`src/logic/rpc_pkg.sv`:
```
// Package: constants, register map and carrier types of the RX polling bit-check block
// Contract
// - Sleep lasts sleep field times 1024 base ticks, times the extension factor.
// - Extension factor is 1 when sleep-extend is 0, 8 when it is 1.
// - Start-up enables PLL, waits for lock, then settles signal processing.
// - Bit-check compares edge intervals to a window, up to a programmed count.
// - Check-bit setting selects 0, 3, 6 or 9 bits: 0, 6, 12, 18 checks.
// - Interval inside window continues; outside it aborts to sleep. Code: only polling mode sleeps, continuous mode returns to bit-check.
// - Lower window is lower limit ticks; upper is upper limit minus one ticks.
// - Lower limit is six bits of control 5, upper six bits of control 6.
// - Interval counter advances per check tick; start-up demod output ignored.
// - Fail at edge below lower limit, or when counter reaches upper limit.
// - After all bits pass, enter receive and set clock-output-enable bit.
// - Interrupt on receive entry only if transparent and pattern selects are 0.
// - Transparent select 1 with chip select inactive drives data onto serial out.
// - Transparent select 0 sends received data to the buffer path.
// - Polling loops sleep, start-up, bit-check until a bit-check succeeds.
// - Mode code 010 is polling receive, 011 is continuous receive.
package rpc_pkg;
  localparam logic [31:0] RPC_ADDR_CTRL1 = 32'h0000_0004;
  localparam logic [31:0] RPC_ADDR_CTRL3 = 32'h0000_000C;
  localparam logic [31:0] RPC_ADDR_CTRL4 = 32'h0000_0010;
  localparam logic [31:0] RPC_ADDR_CTRL5 = 32'h0000_0014;
  localparam logic [31:0] RPC_ADDR_CTRL6 = 32'h0000_0018;
  localparam logic [31:0] RPC_ADDR_STAT = 32'h0000_0020;
  localparam logic [31:0] RPC_ADDR_IRQ_STAT = 32'h0000_0024;
  localparam logic [31:0] RPC_ADDR_IRQ_MASK = 32'h0000_0028;
  // Control 1: mode bits [2:0], transparent [3], pattern [4]
  localparam int RPC_OPM_LSB = 0;
  localparam int RPC_TMODE_BIT = 3;
  localparam int RPC_PMODE_BIT = 4;
  // Control 3: clock output enable [0]
  localparam int RPC_CLKON_BIT = 0;
  // Control 4: sleep [4:0], sleep extend [5]
  localparam int RPC_SLEEP_LSB = 0;
  localparam int RPC_XSLEEP_BIT = 5;
  // Control 5: lower limit [5:0], check bits [7:6]; control 6: upper limit [5:0]
  localparam int RPC_LIM_LSB = 0;
  localparam int RPC_NBIT_LSB = 6;
  // Interrupt status/mask bits
  localparam int RPC_IRQ_RX_BIT = 0;
  localparam int RPC_IRQ_FAIL_BIT = 1;
  localparam logic [2:0] RPC_OPM_POLL = 3'h2;
  localparam logic [2:0] RPC_OPM_RXCONT = 3'h3;
  localparam logic [15:0] RPC_SLEEP_UNIT = 16'h0400;
  localparam logic [3:0] RPC_XSLEEP_FACTOR = 4'h8;
  localparam logic [7:0] RPC_CTRL1_RST = 8'h00;
  localparam logic [7:0] RPC_CTRL4_RST = 8'h01;
  localparam logic [7:0] RPC_CTRL5_RST = 8'h4E;
  localparam logic [7:0] RPC_CTRL6_RST = 8'h18;

  typedef enum {RPC_ST_IDLE, RPC_ST_SLEEP, RPC_ST_PLL, RPC_ST_SIG, RPC_ST_CHECK, RPC_ST_RECV} rpc_state_t;

  typedef struct packed {
    logic [5:0] lim_min;
    logic [5:0] lim_max;
    logic [1:0] nbit_sel;
    logic enable;
  } rpc_chk_cfg_t;

  typedef struct packed {
    logic pass;
    logic fail;
    logic done;
  } rpc_chk_res_t;

  // Edge checks needed for a check-bit setting: two per bit
  function automatic logic [4:0] rpc_checks_needed(input logic [1:0] sel);
    case (sel)
      2'd0: rpc_checks_needed = 5'd0;
      2'd1: rpc_checks_needed = 5'd6;
      2'd2: rpc_checks_needed = 5'd12;
      default: rpc_checks_needed = 5'd18;
    endcase
  endfunction : rpc_checks_needed
endpackage : rpc_pkg

```
`src/logic/rpc_edge_checker.sv`:
```
// Edge-to-edge interval checker for the bit-check phase
`timescale 1ns/1ps
`default_nettype none
module rpc_edge_checker
  import rpc_pkg::*;
(
  input wire logic hclk,
  input wire logic hresetn,
  input wire logic check_tick,
  input wire logic demod_in,
  input wire rpc_chk_cfg_t cfg,
  output rpc_chk_res_t res,
  output logic [5:0] edge_interval_count
);
  logic [5:0] cnt_ff, nxt_cnt;
  logic [4:0] pass_ff, nxt_pass;
  logic prev_ff, nxt_prev;
  logic started_ff, nxt_started;
  logic edge_seen;
  logic [4:0] need;

  assign edge_seen = demod_in != prev_ff;
  assign need = rpc_checks_needed(cfg.nbit_sel);
  assign edge_interval_count = cnt_ff;

  always_comb begin
    nxt_cnt = cnt_ff;
    nxt_pass = pass_ff;
    nxt_prev = demod_in;
    nxt_started = started_ff;
    res = '0;
    if (!cfg.enable) begin
      // Demod level before check start is undefined and not judged
      nxt_cnt = '0;
      nxt_pass = '0;
      nxt_started = 1'b0;
    end else if (need == 5'd0) begin
      res.pass = 1'b1;
      res.done = 1'b1;
    end else if (edge_seen && !started_ff) begin
      // First edge only opens the first interval
      nxt_started = 1'b1;
      nxt_cnt = '0;
    end else if (edge_seen) begin
      nxt_cnt = '0;
      if (cnt_ff < cfg.lim_min || cnt_ff >= cfg.lim_max) begin
        // Abort drops the tally so continuous mode restarts cleanly
        nxt_pass = '0;
        res.fail = 1'b1;
        res.done = 1'b1;
      end else begin
        nxt_pass = pass_ff + 5'd1;
        if (nxt_pass >= need) begin
          res.pass = 1'b1;
          res.done = 1'b1;
        end
      end
    end else if (started_ff && cnt_ff >= cfg.lim_max) begin
      // Next edge only opens a fresh interval
      nxt_pass = '0;
      nxt_cnt = '0;
      nxt_started = 1'b0;
      res.fail = 1'b1;
      res.done = 1'b1;
    end else if (started_ff && check_tick) begin
      nxt_cnt = cnt_ff + 6'd1;
    end
  end

  always_ff @(posedge hclk or negedge hresetn) begin
    if (!hresetn) begin
      cnt_ff <= '0;
      pass_ff <= '0;
      prev_ff <= 1'b0;
      started_ff <= 1'b0;
    end else begin
      cnt_ff <= nxt_cnt;
      pass_ff <= nxt_pass;
      prev_ff <= nxt_prev;
      started_ff <= nxt_started;
    end
  end

  a_fail_low_limit: assert property (@(posedge hclk) disable iff (!hresetn)
    (cfg.enable && started_ff && edge_seen && need != 0 && cnt_ff < cfg.lim_min) |-> res.fail)
    else $error("short interval not failed");
  a_fail_upper: assert property (@(posedge hclk) disable iff (!hresetn)
    (cfg.enable && started_ff && !edge_seen && need != 0 && cnt_ff >= cfg.lim_max) |-> res.fail)
    else $error("upper limit reached without fail");
  a_no_pass_early: assert property (@(posedge hclk) disable iff (!hresetn)
    (res.pass && need != 0) |-> (pass_ff + 5'd1 >= need))
    else $error("pass before enough checks");
endmodule : rpc_edge_checker
`default_nettype wire

```
`src/logic/rpc_polling_seq.sv`:
```
// RX polling sequencer with AHB-Lite registers and interrupt
`timescale 1ns/1ps
`default_nettype none
module rpc_polling_seq
  import rpc_pkg::*;
#(
  parameter int SIG_SETTLE_TICKS = 16
) (
  input wire logic hclk,
  input wire logic hresetn,
  input wire logic hsel,
  input wire logic [31:0] haddr,
  input wire logic [1:0] htrans,
  input wire logic hwrite,
  input wire logic [2:0] hsize,
  input wire logic [31:0] hwdata,
  input wire logic hready,
  output logic [31:0] hrdata,
  output logic hreadyout,
  output logic hresp,
  input wire logic base_tick,
  input wire logic check_tick,
  input wire logic demod_in,
  input wire logic pll_lock,
  input wire logic cs_active,
  output logic pll_en,
  output logic sig_proc_en,
  output logic rx_active,
  output logic clk_out_en,
  output logic serial_out_pin,
  output logic serial_out_oe,
  output logic buf_data,
  output logic buf_valid,
  output logic irq
);
  if (SIG_SETTLE_TICKS < 1 || SIG_SETTLE_TICKS > 65535) begin : g_bad_settle
    $error("SIG_SETTLE_TICKS out of range");
  end

  rpc_state_t st_ff, nxt_st;
  // One timer serves sleep and settling; the phases never overlap
  logic [18:0] tmr_ff, nxt_tmr;
  logic [7:0] ctrl1_ff, ctrl3_ff, ctrl4_ff, ctrl5_ff, ctrl6_ff;
  logic [7:0] nxt_ctrl1, nxt_ctrl3, nxt_ctrl4, nxt_ctrl5, nxt_ctrl6;
  logic [1:0] ist_ff, nxt_ist, imask_ff, nxt_imask;
  logic wpend_ff, nxt_wpend;
  logic [31:0] waddr_ff, nxt_waddr;
  logic [31:0] rdata_ff, nxt_rdata;
  logic sout_ff, nxt_sout, soe_ff, nxt_soe, bdat_ff, nxt_bdat, bval_ff, nxt_bval;
  rpc_chk_cfg_t chk_cfg;
  rpc_chk_res_t chk_res;
  logic [5:0] ei_count;
  logic [2:0] opm;
  logic in_rx_mode, rx_enter, fail_ev, ctrl_write, addr_ok;
  logic [18:0] sleep_len;

  assign opm = ctrl1_ff[RPC_OPM_LSB +: 3];
  assign in_rx_mode = (opm == RPC_OPM_POLL) || (opm == RPC_OPM_RXCONT);
  // Sleep length, extended eightfold when requested
  assign sleep_len = 19'(ctrl4_ff[RPC_SLEEP_LSB +: 5]) * 19'(RPC_SLEEP_UNIT)
                   * (ctrl4_ff[RPC_XSLEEP_BIT] ? 19'(RPC_XSLEEP_FACTOR) : 19'd1);

  assign chk_cfg.lim_min = ctrl5_ff[RPC_LIM_LSB +: 6];
  assign chk_cfg.lim_max = ctrl6_ff[RPC_LIM_LSB +: 6];
  assign chk_cfg.nbit_sel = ctrl5_ff[RPC_NBIT_LSB +: 2];
  assign chk_cfg.enable = st_ff == RPC_ST_CHECK;

  rpc_edge_checker u_chk (
    .hclk(hclk),
    .hresetn(hresetn),
    .check_tick(check_tick),
    .demod_in(demod_in),
    .cfg(chk_cfg),
    .res(chk_res),
    .edge_interval_count(ei_count)
  );

  function automatic logic rpc_addr_valid(input logic [31:0] a);
    rpc_addr_valid = a == RPC_ADDR_CTRL1 || a == RPC_ADDR_CTRL3 || a == RPC_ADDR_CTRL4
                  || a == RPC_ADDR_CTRL5 || a == RPC_ADDR_CTRL6 || a == RPC_ADDR_STAT
                  || a == RPC_ADDR_IRQ_STAT || a == RPC_ADDR_IRQ_MASK;
  endfunction : rpc_addr_valid

  assign addr_ok = rpc_addr_valid(waddr_ff);
  assign ctrl_write = wpend_ff && (waddr_ff == RPC_ADDR_CTRL1 || waddr_ff == RPC_ADDR_CTRL4
                      || waddr_ff == RPC_ADDR_CTRL5 || waddr_ff == RPC_ADDR_CTRL6);
  assign rx_enter = (st_ff == RPC_ST_CHECK) && chk_res.pass;
  assign fail_ev = (st_ff == RPC_ST_CHECK) && chk_res.fail;

  // Sequencer
  always_comb begin
    nxt_st = st_ff;
    nxt_tmr = tmr_ff;
    case (st_ff)
      RPC_ST_IDLE: begin
        if (opm == RPC_OPM_POLL) begin
          nxt_st = RPC_ST_SLEEP;
          nxt_tmr = '0;
        end else if (opm == RPC_OPM_RXCONT) begin
          nxt_st = RPC_ST_PLL;
        end
      end
      RPC_ST_SLEEP: begin
        if (tmr_ff >= sleep_len) begin
          nxt_st = RPC_ST_PLL;
        end else if (base_tick) begin
          nxt_tmr = tmr_ff + 19'd1;
        end
      end
      RPC_ST_PLL: begin
        if (pll_lock) begin
          nxt_st = RPC_ST_SIG;
          nxt_tmr = '0;
        end
      end
      RPC_ST_SIG: begin
        if (tmr_ff >= 19'(SIG_SETTLE_TICKS)) begin
          nxt_st = RPC_ST_CHECK;
        end else if (base_tick) begin
          nxt_tmr = tmr_ff + 19'd1;
        end
      end
      RPC_ST_CHECK: begin
        if (chk_res.pass) begin
          nxt_st = RPC_ST_RECV;
        end else if (chk_res.fail) begin
          // Continuous mode restarts checking; polling sleeps again
          nxt_st = (opm == RPC_OPM_POLL) ? RPC_ST_SLEEP : RPC_ST_CHECK;
          nxt_tmr = '0;
        end
      end
      RPC_ST_RECV: begin
        // Writes to control 1, 4, 5 or 6 restart the receive path through signal start-up
        if (ctrl_write) begin
          nxt_st = RPC_ST_SIG;
          nxt_tmr = '0;
        end
      end
      default: nxt_st = RPC_ST_IDLE;
    endcase
    if (!in_rx_mode) begin
      nxt_st = RPC_ST_IDLE;
    end
  end

  // Bus slave: zero wait state, write data captured in data phase
  always_comb begin
    nxt_wpend = 1'b0;
    nxt_waddr = waddr_ff;
    nxt_rdata = rdata_ff;
    nxt_ctrl1 = ctrl1_ff;
    nxt_ctrl3 = ctrl3_ff;
    nxt_ctrl4 = ctrl4_ff;
    nxt_ctrl5 = ctrl5_ff;
    nxt_ctrl6 = ctrl6_ff;
    nxt_imask = imask_ff;
    nxt_ist = ist_ff;
    if (wpend_ff && addr_ok) begin
      case (waddr_ff)
        RPC_ADDR_CTRL1: nxt_ctrl1 = hwdata[7:0];
        RPC_ADDR_CTRL3: nxt_ctrl3 = hwdata[7:0];
        RPC_ADDR_CTRL4: nxt_ctrl4 = hwdata[7:0];
        RPC_ADDR_CTRL5: nxt_ctrl5 = hwdata[7:0];
        RPC_ADDR_CTRL6: nxt_ctrl6 = hwdata[7:0];
        RPC_ADDR_IRQ_STAT: nxt_ist = ist_ff & ~hwdata[1:0];
        RPC_ADDR_IRQ_MASK: nxt_imask = hwdata[1:0];
        default: nxt_ist = nxt_ist;
      endcase
    end
    // Hardware set wins over a write-one clear in the same cycle
    if (rx_enter && !ctrl1_ff[RPC_TMODE_BIT] && !ctrl1_ff[RPC_PMODE_BIT]) begin
      nxt_ist[RPC_IRQ_RX_BIT] = 1'b1;
    end
    if (fail_ev) begin
      nxt_ist[RPC_IRQ_FAIL_BIT] = 1'b1;
    end
    if (rx_enter) begin
      nxt_ctrl3[RPC_CLKON_BIT] = 1'b1;
    end
    if (hsel && hready && htrans[1]) begin
      nxt_waddr = haddr;
      nxt_wpend = hwrite;
      case (haddr)
        RPC_ADDR_CTRL1: nxt_rdata = {24'h0000_00, ctrl1_ff};
        RPC_ADDR_CTRL3: nxt_rdata = {24'h0000_00, ctrl3_ff};
        RPC_ADDR_CTRL4: nxt_rdata = {24'h0000_00, ctrl4_ff};
        RPC_ADDR_CTRL5: nxt_rdata = {24'h0000_00, ctrl5_ff};
        RPC_ADDR_CTRL6: nxt_rdata = {24'h0000_00, ctrl6_ff};
        RPC_ADDR_STAT: nxt_rdata = {20'h0_0000, ei_count, 3'(st_ff), rx_active, pll_en, sig_proc_en};
        RPC_ADDR_IRQ_STAT: nxt_rdata = {30'h0000_0000, ist_ff};
        RPC_ADDR_IRQ_MASK: nxt_rdata = {30'h0000_0000, imask_ff};
        default: nxt_rdata = 32'h0000_0000;
      endcase
    end
  end

  // Data routing in receiving mode
  always_comb begin
    nxt_sout = 1'b0;
    nxt_soe = 1'b0;
    nxt_bdat = 1'b0;
    nxt_bval = 1'b0;
    if (st_ff == RPC_ST_RECV) begin
      if (ctrl1_ff[RPC_TMODE_BIT] && !cs_active) begin
        nxt_sout = demod_in;
        nxt_soe = 1'b1;
      end else if (!ctrl1_ff[RPC_TMODE_BIT]) begin
        nxt_bdat = demod_in;
        nxt_bval = 1'b1;
      end
    end
  end

  always_ff @(posedge hclk or negedge hresetn) begin
    if (!hresetn) begin
      st_ff <= RPC_ST_IDLE;
      tmr_ff <= '0;
      ctrl1_ff <= RPC_CTRL1_RST;
      ctrl3_ff <= 8'h00;
      ctrl4_ff <= RPC_CTRL4_RST;
      ctrl5_ff <= RPC_CTRL5_RST;
      ctrl6_ff <= RPC_CTRL6_RST;
      ist_ff <= '0;
      imask_ff <= '0;
      wpend_ff <= 1'b0;
      waddr_ff <= '0;
      rdata_ff <= '0;
      sout_ff <= 1'b0;
      soe_ff <= 1'b0;
      bdat_ff <= 1'b0;
      bval_ff <= 1'b0;
    end else begin
      st_ff <= nxt_st;
      tmr_ff <= nxt_tmr;
      ctrl1_ff <= nxt_ctrl1;
      ctrl3_ff <= nxt_ctrl3;
      ctrl4_ff <= nxt_ctrl4;
      ctrl5_ff <= nxt_ctrl5;
      ctrl6_ff <= nxt_ctrl6;
      ist_ff <= nxt_ist;
      imask_ff <= nxt_imask;
      wpend_ff <= nxt_wpend;
      waddr_ff <= nxt_waddr;
      rdata_ff <= nxt_rdata;
      sout_ff <= nxt_sout;
      soe_ff <= nxt_soe;
      bdat_ff <= nxt_bdat;
      bval_ff <= nxt_bval;
    end
  end

  assign hrdata = rdata_ff;
  // No wait states: every register answers in the data phase
  assign hreadyout = 1'b1;
  assign hresp = 1'b0;
  assign pll_en = st_ff inside {RPC_ST_PLL, RPC_ST_SIG, RPC_ST_CHECK, RPC_ST_RECV};
  assign sig_proc_en = st_ff inside {RPC_ST_SIG, RPC_ST_CHECK, RPC_ST_RECV};
  assign rx_active = st_ff != RPC_ST_IDLE && st_ff != RPC_ST_SLEEP;
  assign clk_out_en = ctrl3_ff[RPC_CLKON_BIT];
  assign serial_out_pin = sout_ff;
  assign serial_out_oe = soe_ff;
  assign buf_data = bdat_ff;
  assign buf_valid = bval_ff;
  assign irq = |(ist_ff & imask_ff);

  a_sig_after_lock: assert property (@(posedge hclk) disable iff (!hresetn)
    (st_ff == RPC_ST_SIG && $past(st_ff) == RPC_ST_PLL) |-> $past(pll_lock))
    else $error("signal processing before lock");
  a_lock_to_sig: assert property (@(posedge hclk) disable iff (!hresetn)
    (st_ff == RPC_ST_PLL && pll_lock && in_rx_mode) |=> st_ff == RPC_ST_SIG)
    else $error("lock not followed by settling");
  a_fail_to_sleep: assert property (@(posedge hclk) disable iff (!hresetn)
    (fail_ev && !chk_res.pass && opm == RPC_OPM_POLL) |=> st_ff == RPC_ST_SLEEP)
    else $error("failed check did not sleep");
  a_pass_clk_on: assert property (@(posedge hclk) disable iff (!hresetn)
    rx_enter |=> (st_ff == RPC_ST_RECV || !in_rx_mode) && clk_out_en)
    else $error("receive entry without clock enable");
  a_irq_gated: assert property (@(posedge hclk) disable iff (!hresetn)
    (rx_enter && (ctrl1_ff[RPC_TMODE_BIT] || ctrl1_ff[RPC_PMODE_BIT]) && !ist_ff[RPC_IRQ_RX_BIT])
    |=> !ist_ff[RPC_IRQ_RX_BIT])
    else $error("receive irq despite select bits");
  a_sleep_bound: assert property (@(posedge hclk) disable iff (!hresetn)
    (st_ff == RPC_ST_SLEEP) |-> tmr_ff <= sleep_len)
    else $error("sleep timer overran");
  a_transparent: assert property (@(posedge hclk) disable iff (!hresetn)
    (st_ff == RPC_ST_RECV && ctrl1_ff[RPC_TMODE_BIT] && !cs_active && in_rx_mode)
    |=> serial_out_oe && serial_out_pin == $past(demod_in))
    else $error("transparent output missing");
  a_buffer_path: assert property (@(posedge hclk) disable iff (!hresetn)
    (st_ff == RPC_ST_RECV && !ctrl1_ff[RPC_TMODE_BIT]) |=> buf_valid && !serial_out_oe)
    else $error("buffer path missing");
  a_fail_flag: assert property (@(posedge hclk) disable iff (!hresetn)
    fail_ev |=> ist_ff[RPC_IRQ_FAIL_BIT])
    else $error("check fail not flagged");
  a_mode_exit: assert property (@(posedge hclk) disable iff (!hresetn)
    !in_rx_mode |=> st_ff == RPC_ST_IDLE)
    else $error("sequencer active outside receive modes");
  a_sleep_to_pll: assert property (@(posedge hclk) disable iff (!hresetn)
    (st_ff == RPC_ST_SLEEP && tmr_ff >= sleep_len && in_rx_mode) |=> st_ff == RPC_ST_PLL)
    else $error("sleep did not end in start-up");
  a_recv_holds: assert property (@(posedge hclk) disable iff (!hresetn)
    (st_ff == RPC_ST_RECV && in_rx_mode && !ctrl_write) |=> st_ff == RPC_ST_RECV)
    else $error("receive left without cause");
endmodule : rpc_polling_seq
`default_nettype wire

```
`config.mk`:
```
export PLATFORM = sky130hd
export DESIGN_NAME = rpc_polling_seq
export DESIGN_NICKNAME = d
export VERILOG_FILES = /design/src/logic/rpc_pkg.sv /design/src/logic/rpc_edge_checker.sv /design/src/logic/rpc_polling_seq.sv
export SDC_FILE = /design/constraint.sdc
export NUM_CORES = 1
export LEC_CHECK = 0
export ABC_AREA = 1
export ABC_CLOCK_PERIOD_IN_PS = 3500
export BUFFER_PORTS_ARGS = -buffer_cell sky130_fd_sc_hd__clkbuf_2
export CAP_MARGIN = 20
export CORE_MARGIN = 2
export CORE_UTILIZATION = 40
export DETAILED_ROUTE_END_ITERATION = 8
export PLACE_DENSITY_LB_ADDON = 0.25
export SLEW_MARGIN = 25
export SYNTH_ARGS = -nofsm -noshare
export SYNTH_HDL_FRONTEND = slang
export SYNTH_SLANG_ARGS = --single-unit
```
`constraint.sdc`:
```
create_clock -name hclk -period 3.5 [get_ports hclk]
set_input_delay 0 -clock hclk [delete_from_list [all_inputs] [get_ports hclk]]
set_output_delay 0 -clock hclk [all_outputs]
set_load 0.05 [all_outputs]
```
==> results.md, run 1 <==
* Combinational share of power at 0.089
* Hold_ws at 0.0460 ns
* Synthesized-area fraction occupied by adder cells at 0.0524
* Final count of pins violating max slew at 0
* 1st-pass router iterations at 5
* CP delay by family, top: simple AND/OR/NAND/NOR gates
* Max Clk Rate at 0.356 GHz
* Core ar. at 20100 µm²
* Worst VDD drop at 0.308 mV
* Crit path time final at 2.81 ns
* Final Core Density at 0.482
* Cell Area, Synth at 8120 µm²
* Average size of a mapped cell at 7.19 µm²
* Part of the Yosys area used for sequential elements at 0.396
* Max cap viols at 0
* CTS Buf Count at 17
* CTS max path bufs at 2
* Syn-to-layout area delta at 19.3%
* Met2 wire length at 9930 µm
* Via count at 7434
* Die Y at 146 µm
* Routed wire length at 21000 µm
* Status: finished, final reports clean
* WL/cell at 13.8 µm
* Buf/Inv on CP at 3
* Switch Pwr at 0.977 mW
* Port Buffers at 71
* Yosys warns at 0
* Initial Utilization at 0.404
* Simple-gate portion of the synthesized area at 0.376
* Vias per Instance at 4.88
* Kind of critical path: register to register
* Worst Path Required at 3.80 ns
* Commonest non-fill, non-tap cell in the layout: nand2_1
* Final hold vios at 0
* Vias in the first global route at 7213
* CP most frequent cell: nand2_1
* Layout cell share with drive strength beyond 1 at 0.119
* IO Pins at 122
* GR Util All Layers at 0.206
* Routed Antenna Nets at 0
* Clock H-tree levels at 4
* Antenna cell count at 0
* Worst Skew at 0.0101 ns
* Rel. slew slack at 0.391
* Final instance count without filler cells at 1523
* Worst-path clk slew at 0.06 ns
* CP startpoint kind: register
* Post-CTS sizing at 0
* Crit. End Element: register
* Setup slack at placement at 0.691 ns
* Synth cell types at 47
* Worst min path class: input pin to register
* First-pass GRT wire length at 35500 µm
* Number of stages on the worst setup path at 18
* Post-Synthesis Cells at 1129
* HPWL after DPL at 15200 µm
* Initial antenna violation count at 0
* Worst-path maximum fanout at 19
* Wl on met1 at 10000 µm
* Final worst slack at 0.690 ns
* FF-to-FF End: tmr_ff[13]
* Met3 wire len at 807 µm
* GPL Wtd Cong at 0.879
* Die X-Extent at 146 µm
* Final nets at 1353
* Compound-cell area share of the yosys netlist at 0.0556
* CTS root buffer: clkbuf_16
* Largest family of logic cells by synthesized area: simple AND/OR/NAND/NOR gates
* Hold EP: u_chk.edge_interval_count[4]
* Switching Share at 0.258
* Die area at 21500 µm²
* FP Rows at 52
* Number of placed instances, taps included at 1447
* DRT iter0 DRCs at 525
* Clock tree from TritonCTS: built
* Part of the power in registers at 0.419
* Gr ovfl total at 0
* WP data arrival at 3.11 ns
* Worst-Margin Slew at 0.908 ns
* Reg2Reg Setup Slack at 0.69 ns
* Post-CTS Setup Inserts at 0
* Proportion of synthesized area in mux cells at 0.00139
* Leakage at 5.08 nW
* Hold path cells at 4
* Most frequent cells in the layout: nand2_1, dfrtp_1, inv_1
* Top layer in use: met4
* Critical R2R Launch: ctrl4_ff[5]
* Setup violators final at 0
* Min-delay src: check_tick
* Power Density at 391 nW/µm²
* Drc violations at 0
* Period utilisation layout at 0.803
* Slowest cell on the critical path: dfrtp_1
* Setup Total Neg Slack at 0 ns
* Clock Power Share at 0.492
* Xor and xnor fraction of the mapped netlist area at 0.0216
* CP max stage delay at 0.53 ns
* Fill cells at 2033
* Worst r2r path cells at 18
* Clk sink count at 128
* Skew-Pair Late Insertion Delay at 0.42 ns
* Unrepaired setup endpoints after global routing: false
* CP Cell Sequence: inv_1 -> nand2_1 -> o21ai_0 -> ha_1 -> inv_1 -> ha_1 -> nand2_1 -> inv_1 -> o21ai_0 -> a21boi_0 -> nor2_1 -> nand2_1 -> nand2_1 -> nand2_1 -> nor2_2 -> nand3_4 -> nand2_1 -> nand2_1
* Largest net degree at the start of global routing at 129
* Pint at 2.81 mW
* Post-synthesis register bit count at 128
==> metal layers <==
layer | global-route usage | vias to the layer above
li1 | - | 3787
met1 | 0.282 | 3474
met3 | 0.0372 | 21
met5 | 0 | -
met4 | 0.0510 | 0
met2 | 0.339 | 152
==> worst register-to-register path, delay by kind of cell, from the launching register on <==
family	cells	cell delay [ns]
simple gates	10	1.13
flops	1	0.53
fa+ha+maj	2	0.53
compound gates	3	0.26
buf+inv	3	0.24
==> worst max-delay path by stage <==
| stage | from | end | slack, ns |
|---|---|---|---|
| detailed placement | ctrl4_ff[5] | tmr_ff[3] | 0.69 |
| global placement | ctrl4_ff[5] | tmr_ff[17] | 0.75 |
| finish | ctrl4_ff[5] | tmr_ff[13] | 0.69 |
| global route | ctrl4_ff[5] | tmr_ff[2] | 0.37 |
| CTS | ctrl4_ff[5] | tmr_ff[3] | 0.68 |
| floorplan | ctrl4_ff[5] | tmr_ff[10] | 0.90 |
==> flip-flops by register name (all words and copies together), names as in the netlist, 2 cells and up <==
| name | cells |
|---|---|
| ctrl1_ff | 8 |
| ctrl3_ff | 8 |
| ctrl4_ff | 8 |
| ctrl5_ff | 8 |
| ctrl6_ff | 8 |
| hrdata | 12 |
| imask_ff | 2 |
| ist_ff | 2 |
| st_ff | 3 |
| tmr_ff | 19 |
| u_chk.edge_interval_count | 6 |
| u_chk.pass_ff | 5 |
| waddr_ff | 32 |
==> cell type report <==
cell class	instances	area, µm²	share of cell area
multi-input cells	851	4200	0.434
flip-flops and latches	128	3210	0.332
repair buffers	120	848	0.0876
inverters	122	465	0.0481
clock buffers	18	439	0.0453
well taps	270	338	0.0349
clock inverters	14	178	0.0183
==> power groups by stage <==
stage | sequential, mW | combinational (mW) | clock (mW)
global route | 1.59 | 0.380 | 1.96
detailed placement | 1.61 | 0.299 | 0
finish | 1.58 | 0.337 | 1.86
CTS | 1.58 | 0.340 | 1.90
floorplan | 1.60 | 0.213 | 0
global placement | 1.61 | 0.296 | 0
==> logic make-up (layout without fill, tap and decap cells) <==
group                      count (synthesis)  after routing
AOI/OAI and AO/OA                         82             82
xor gates and xnor gates                  20             20
adders and majority gates                 34             34
buffers and inverters                    171            274
DFF                                      128            128
muxes                                      1              1
other                                      2             23
and+or+nand+nor                          691            691
==> cell usage after synthesis (all sizes together) <==
master | instances | area (µm²)
inv | 121 | 462
ha | 34 | 425
nor3b | 1 | 7.51
nand3b | 1 | 7.51
o31ai | 5 | 37.5
xnor2 | 5 | 43.8
and2 | 1 | 6.26
a22o | 1 | 8.76
buf | 36 | 274
a21boi | 1 | 7.51
clkbuf | 13 | 48.8
mux2 | 1 | 11.3
nor3 | 18 | 106
a21o | 2 | 15.0
nor2 | 123 | 551
a31oi | 1 | 6.26
or2 | 4 | 25.0
nand2 | 411 | 1610
dfstp | 7 | 184
dfrtp | 121 | 3030
clkinv | 1 | 3.75
nand3 | 90 | 475
a21oi | 15 | 75.1
conb | 2 | 7.51
o21bai | 2 | 15.0
o22ai | 3 | 18.8
xor2 | 15 | 131
nor4 | 8 | 50.1
o21ai | 52 | 268
nand4 | 34 | 213
==> what timing repair did <==
| action | 4_1_cts | 5_1_grt |
|---|---|---|
| endpoints found under the hold margin | 196 | 0 |
| hold buffers | 44 | 0 |
| setup endpoints to repair | 0 | 0 |
==> stage by stage <==
stage               instance area (µm²)  total power, mW
finish                             9680             3.78
global route                       9680             3.93
detailed placement                 8630             1.91
CTS                                9680             3.82
floorplan                          8200             1.81
global placement                   8630             1.90
Note: power is estimated with default switching activity, not from simulation.
==> run 2: changes to the inputs <==
- ABC_CLOCK_PERIOD_IN_PS: 3500 -> 2300
- clock period: 3.5 -> 2.3 ns (I/O delays scaled with it)
==> run 2 against run 1 <==
The flow now finishes with violations (setup timing); worst hold slack improved by 0.0025 ns; register-to-register slack worse by 0.84 ns; critical path depth shrank 1; die area is the same; final area up 9.3%; sequential power increased by 52%; routed wire length is 8.8% higher; clock skew up 0.0011 ns; cell count increased by 4.4%; critical path type unchanged; critical endpoint is now tmr_ff[14].
==> results.md, run 2 (synthesis gave the netlist of run 1 again) <==
* Worst Path Required at 2.61 ns (-1.19 ns)
* CP startpoint kind: register
* Setup slack at placement at -0.118 ns (-0.809 ns)
* Worst Skew at 0.0111 ns (+0.00107 ns)
* CP Cell Sequence: buf_6 -> nand2_2 -> xor2_1 -> ha_1 -> buf_6 -> nand2_2 -> nor2_2 -> a21boi_2 -> nor2_2 -> nand2_1 -> nand2_1 -> nand2_2 -> nor2_4 -> buf_12 -> nand3_4 -> nand2_2 -> nand2_2
* Max cap viols at 0 (unchanged)
* FP Rows at 52 (unchanged)
* Drc violations at 0 (unchanged)
* Unrepaired setup endpoints after global routing: true
* Fill cells at 1872 (-7.9%)
* Final worst slack at -0.153 ns (-0.843 ns)
* Final Core Density at 0.526 (+0.0447)
* Switching Share at 0.264 (+0.00549)
* Crit path time final at 2.45 ns (-0.357 ns)
* Clk sink count at 128 (unchanged)
* Die Y at 146 µm (unchanged)
* Largest net degree at the start of global routing at 56 (-57%)
* Initial Utilization at 0.404 (unchanged)
* Setup violators final at 20 (+20)
* CTS root buffer: clkbuf_16
* Gr ovfl total at 0 (unchanged)
* Vias per Instance at 4.89 (+0.13%)
* Overall Power at 5.66 mW (+50%)
* Pint at 4.17 mW (+49%)
* Commonest non-fill, non-tap cell in the layout: nand2_1
* Final count of pins violating max slew at 0 (unchanged)
* Initial antenna violation count at 0 (unchanged)
* Reg2Reg Setup Slack at -0.15 ns (-0.84 ns)
* Skew-Pair Late Insertion Delay at 0.43 ns (about the same)
* Via count at 7771 (+4.5%)
* CP endpoint: tmr_ff[14]
* GPL Wtd Cong at 0.902 (+2.5%)
* 1st-pass router iterations at 5 (unchanged)
* FF-to-FF End: tmr_ff[14]
* Worst r2r path cells at 17 (-1)
* Leakage at 5.40 nW (+6.3%)
* Largest reg by FF count: waddr_ff
* Status: finished, violations left
* Clock tree from TritonCTS: built
* IO Pins at 122 (unchanged)
* CP most frequent cell: nand2_2
* Worst-path maximum fanout at 6 (-13)
* Switch Pwr at 1.49 mW (+53%)
* Combinational share of power at 0.098 (+0.009)
* Vias in the first global route at 7184 (-0.40%)
* Most frequent cells in the layout: nand2_1, dfrtp_1, inv_1
* Worst VDD drop at 0.478 mV (+55%)
* Syn-to-layout area delta at 30.3%
* Part of the power in registers at 0.425 (+0.006)
* Slowest cell on the critical path: dfrtp_1
* Max FFs per register at 32 (unchanged)
* CP startpoint: ctrl4_ff[5]
* Worst-Margin Slew at 0.888 ns (-0.0208 ns)
* Routed wire length at 22900 µm (+8.8%)
* First-pass GRT wire length at 36500 µm (+2.9%)
* Clock H-tree levels at 4 (unchanged)
* Max Clk Rate at 0.408 GHz (+15%)
* DRT iter0 DRCs at 546 (+4.0%)
* Core ar. at 20100 µm² (unchanged)
* CTS max path bufs at 2 (unchanged)
* Final hold vios at 0 (unchanged)
* Port Buffers at 71 (unchanged)
* Die X-Extent at 146 µm (unchanged)
* Routed Antenna Nets at 0 (unchanged)
* Final nets at 1420 (+5.0%)
* HPWL after DPL at 16000 µm (+5.1%)
* Number of placed instances, taps included at 1497 (+3.5%)
* Worst min path class: input pin to asynchronous set/reset pin
* CTS Buf Count at 17 (unchanged)
* Layout cell share with drive strength beyond 1 at 0.223 (+0.104)
* Clock Power Share at 0.477 (-0.015)
* Worst-path clk slew at 0.06 ns (about the same)
* Kind of critical path: register to register
* Rel. slew slack at 0.405 (+0.0140)
* WP data arrival at 2.76 ns (-0.35 ns)
* Final instance count without filler cells at 1590 (+4.4%)
* Die area at 21500 µm² (unchanged)
* GR Util All Layers at 0.213 (+0.00712)
* Power Density at 535 nW/µm² (+37%)
* Failing checks: setup timing
* WL/cell at 14.4 µm (+4.2%)
* Crit. End Element: register
* Critical R2R Launch: ctrl4_ff[5]
* Period utilisation layout at 1.07 (+0.263)
* Antenna cell count at 0 (unchanged)
* CP max stage delay at 0.40 ns (-0.13 ns)
[run 2: changes by cell type in the layout (fill, tap and decap cells not counted), moves of 7 or more]
| cell | delta |
|---|---|
| buf_4 | +52 |
| nand2_1 | -34 |
| nand2_2 | +32 |
| inv_1 | -12 |
| ha_1 | -11 |
| inv_2 | +9 |
| nor2_1 | -8 |
| ha_4 | +7 |
| nand3_1 | -7 |
| nand3_2 | +7 |
[run 2: timing repair]
action	in CTS	in global routing
pin swaps	10	36
endpoints found under the setup margin	22	49
cloned	3	1
setup buffers	6	9
hold buffers	45	0
gates resized for setup	25	75
endpoints found under the hold margin	160	0
[run 2: cell type report]
class                           instances  area, µm²  area share
Inverter                              122        480      0.0454
Multi-Input combinational cell        854       4550       0.430
Timing Repair Buffer                  184       1420       0.134
Clock buffer                           20        447      0.0422
Sequential cell                       128       3210       0.304
Tap cell                              270        338      0.0319
Clock inverter                         12        135      0.0128
[run 2: power groups by stage]
| stage | logic, mW | registers, mW | clock network (mW) |
|---|---|---|---|
| final | 0.555 | 2.40 | 2.70 |
| after global routing | 0.622 | 2.41 | 2.85 |
| after CTS | 0.541 | 2.40 | 2.74 |
| after detailed placement | 0.477 | 2.44 | 0 |
| after global placement | 0.472 | 2.44 | 0 |
| after floorplan | 0.325 | 2.43 | 0 |
[run 2: per-stage QoR]
stage	TNS [ns]	instance area (µm²)	hold WS [ns]
floorplan	-5.06	8250	-0.296
global placement	-0.450	9040	-0.0607
detailed placement	-2.02	9040	-0.0602
CTS	-1.29	10200	0.0245
global route	-4.02	10600	0.0766
finish	-1.90	10600	0.0485
[run 2: worst min-delay path by stage]
stage,start,to,slack (ns)
final,hresetn,hrdata[10],0.05
after global routing,hresetn,hrdata[6],0.08
after CTS,check_tick,u_chk.edge_interval_count[4],0.02
after detailed placement,hresetn,hrdata[10],-0.06
after global placement,hresetn,hrdata[10],-0.06
after floorplan,hresetn,buf_data,-0.30
[run 2: worst max-delay path: cells and delay by family, from the launching register on]
family	cells	cell delay (ns)
and+or+nand+nor	11	0.89
buffers and inverters	3	0.42
DFF	1	0.40
adders and majority gates	1	0.33
xor gates and xnor gates	1	0.15
AOI/OAI and AO/OA	1	0.15
[run 2: layer usage]
layer / vias to the layer above / global-route usage / wire (µm)
met1: 3615 / 0.300 / 10900
met2: 189 / 0.334 / 10600
met5: - / 0 / 0
li1: 3932 / - / -
met3: 35 / 0.0375 / 971
met4: 0 / 0.0675 / 470
==> run 3: changes to the inputs <==
- SYNTH_HIERARCHICAL: not set -> 1
==> run 3 against run 2 <==
The flow finishes with violations (hold timing, setup timing); register-to-register slack got worse by 0.13 ns; worst hold slack worse by 0.052 ns; cell count fell by 1.9%; global-route usage decreased by 0.45 points; first-iteration DRC count fell by 23%; via count down 3.6%; clock skew fell by 0.0027 ns; sequential share of layout area grew 0.27 points; utilization is 0.63 points lower; fmax fell by 4.9%; synthesized cell count shrank 2.6%; die area increased by 0.63%; critical endpoint is now tmr_ff[16]; largest cell class unchanged.
==> results.md, run 3 <==
* Status: finished, violations left
* Failing checks: hold timing, setup timing
* Clock H-tree levels at 4 (unchanged)
* Max cap viols at 0 (unchanged)
* First-pass GRT wire length at 36100 µm (-1.3%)
* Cell Area, Synth at 8170 µm² (+0.65%)
* Clk sink count at 128 (unchanged)
* Most frequent cells in the layout: nand2_1, dfrtp_1, inv_1
* Layout cell share with drive strength beyond 1 at 0.258 (+0.0356)
* CTS max path bufs at 2 (unchanged)
* Largest net degree at the start of global routing at 62 (+11%)
* Max FFs per register at 32 (unchanged)
* Worst min path class: input pin to register
* Power Density at 544 nW/µm² (+1.8%)
* Clock tree from TritonCTS: built
* Commonest non-fill, non-tap cell in the layout: nand2_1
* Fill cells at 1992 (+6.4%)
* Worst VDD drop at 0.456 mV (-4.6%)
* Initial Utilization at 0.405 (+0.00130)
* Leakage at 5.50 nW (+1.8%)
* WL/cell at 13.7 µm (-5.1%)
* Worst Path Required at 2.61 ns (about the same)
* Hold_ws at -0.00309 ns (-0.0516 ns)
* Final nets at 1389 (-2.2%)
* Routed Antenna Nets at 0 (unchanged)
* HPWL after DPL at 15600 µm (-2.6%)
* Drc violations at 0 (unchanged)
* CTS Buf Count at 17 (unchanged)
* Post-Synthesis Cells at 1100 (-2.6%)
* Worst Skew at 0.00844 ns (-0.00269 ns)
* Worst r2r path cells at 18 (+1)
* Wl on met1 at 9900 µm (-8.8%)
* Rel. slew slack at 0.597 (+0.193)
* Die X-Extent at 147 µm (+0.31%)
* GR Util All Layers at 0.208 (-0.00453)
* Final count of pins violating max slew at 0 (unchanged)
* FF-to-FF End: tmr_ff[16]
* Kind of critical path: register to register
* CP max stage delay at 0.42 ns (+0.02 ns)
* Largest reg by FF count: waddr_ff
* IO Pins at 122 (unchanged)
* WP data arrival at 2.89 ns (+0.13 ns)
* Met3 wire len at 874 µm (-10%)
* 1st-pass router iterations at 7 (+2)
* Hold path cells at 3
* Final worst slack at -0.278 ns (-0.126 ns)
* Max Clk Rate at 0.388 GHz (-4.9%)
* Crit. End Element: register
* Skew-Pair Late Insertion Delay at 0.42 ns (about the same)
* Reg2Reg Setup Slack at -0.28 ns (-0.13 ns)
* Die Y at 147 µm (+0.31%)
* Min-delay src: hwdata[5]
* Number of placed instances, taps included at 1477 (-1.3%)
* Final instance count without filler cells at 1559 (-1.9%)
* DRT iter0 DRCs at 422 (-23%)
* Average size of a mapped cell at 7.43 µm² (+3.3%)
* CP most frequent cell: nand2_1
* Final hold vios at 3 (+3)
* Yosys warns at 6 (+6)
* Top layer in use: met4
* CP delay by family, top: simple AND/OR/NAND/NOR gates
* Crit path time final at 2.58 ns (+0.126 ns)
* Slowest cell on the critical path: dfrtp_1
* Syn-to-layout area delta at 28.4%
* Vias per Instance at 4.81 (-1.6%)
* Buf/Inv on CP at 1 (-2)
* CP Cell Sequence: ha_2 -> or2_4 -> ha_4 -> nand2_1 -> nand2_1 -> a21oi_2 -> o21ai_1 -> nand2_1 -> o21ai_2 -> nand2_1 -> nand4_1 -> nor2_1 -> nand3_2 -> nor2_4 -> nand2_4 -> buf_12 -> nand2_4 -> o21ai_2
* Vias in the first global route at 7334 (+2.1%)
* Gr ovfl total at 0 (unchanged)
* Worst-Margin Slew at 0.604 ns (-0.284 ns)
* Antenna cell count at 0 (unchanged)
* Unrepaired setup endpoints after global routing: true
* Initial antenna violation count at 0 (unchanged)
* Core ar. at 20200 µm² (+0.32%)
* CTS root buffer: clkbuf_16
* Hold EP: ctrl1_ff[5]
* Die area at 21600 µm² (+0.63%)
* Worst-path clk slew at 0.06 ns (about the same)
* Final Core Density at 0.520 (-0.00629)
* Worst-path maximum fanout at 8 (+2)
* CP startpoint kind: register
* Via count at 7495 (-3.6%)
* Period utilisation layout at 1.12 (+0.0547)
* Setup violators final at 23 (+15%)
* Port Buffers at 71 (unchanged)
* FP Rows at 52 (unchanged)
* Met2 wire length at 10100 µm (-4.4%)
* Critical R2R Launch: ctrl5_ff[7]
* GPL Wtd Cong at 0.848 (-5.9%)
* Routed wire length at 21300 µm (-6.9%)
* Setup slack at placement at -0.282 ns (-0.163 ns)
## run 3: changes by cell type in the layout (fill, tap and decap cells not counted), moves of 10 or more
cell,delta
o21ai_1,+22
nand3_1,+10
o21ai_2,+39
nand2_1,-55
nand4_1,-15
buf_4,+11
nand2_4,+14
## run 3: power by group
group	internal, mW	total [mW]	leakage, nW	switching (mW)
Combinational	0.173	0.498	3.67	0.325
Clock	1.72	2.81	0.296	1.09
Sequential	2.34	2.40	1.53	0.0586
Total	4.24	5.71	5.50	1.47
## run 3: stage by stage
step                      instance area (µm²)  TNS (ns)  total power, mW
final                                   10500     -5.34             5.71
after global routing                    10500     -8.90             5.94
after CTS                               10300     -3.57             5.76
after detailed placement                 9150     -5.31             2.89
after global placement                   9150     -4.15             2.88
after floorplan                          8290     -3.62             2.75
## run 3: how the worst max path moves through the flow
stage / start / end / slack (ns) / cells past startpoint
final: ctrl5_ff[7] / tmr_ff[16] / -0.28 / 18
after floorplan: ctrl5_ff[6] / tmr_ff[8] / -0.20 / 17
after detailed placement: u_chk/pass_ff[1] / tmr_ff[3] / -0.28 / 18
after global placement: ctrl5_ff[6] / tmr_ff[3] / -0.22 / 17
after global routing: ctrl5_ff[7] / tmr_ff[10] / -0.44 / 18
after CTS: ctrl5_ff[7] / tmr_ff[0] / -0.20 / 18
## run 3: layer usage
metal / vias to the layer above / global-route usage
li1: 3841 / -
met1: 3430 / 0.278
met2: 193 / 0.345
met3: 31 / 0.0401
met4: 0 / 0.0630
met5: - / 0
## run 3: worst reg2reg max path, stage by stage (launching register included)
cell,delay [ns]
dfrtp_1,0.42
ha_2,0.21
or2_4,0.25
ha_4,0.20
nand2_1,0.05
nand2_1,0.07
a21oi_2,0.13
o21ai_1,0.07
nand2_1,0.07
o21ai_2,0.06
nand2_1,0.09
nand4_1,0.09
nor2_1,0.13
nand3_2,0.11
nor2_4,0.14
nand2_4,0.11
buf_12,0.18
nand2_4,0.06
o21ai_2,0.04
## run 3: cell type report
class | count | area, µm² | share of cell area
clock buffers | 18 | 429 | 0.0409
well taps | 270 | 338 | 0.0322
inverters | 127 | 478 | 0.0456
flip-flops and latches | 128 | 3210 | 0.306
repair buffers | 185 | 1380 | 0.132
multi-input cells | 817 | 4470 | 0.426
clock inverters | 14 | 181 | 0.0173
## run 3: timing repair
action / in CTS / in global routing
setup endpoints to repair: 23 / 23
hold buffers: 42 / 0
resized for setup: 19 / 34
gates cloned: 0 / 2
pin swaps: 11 / 22
hold endpoints to repair: 116 / 0
setup buffers: 3 / 5
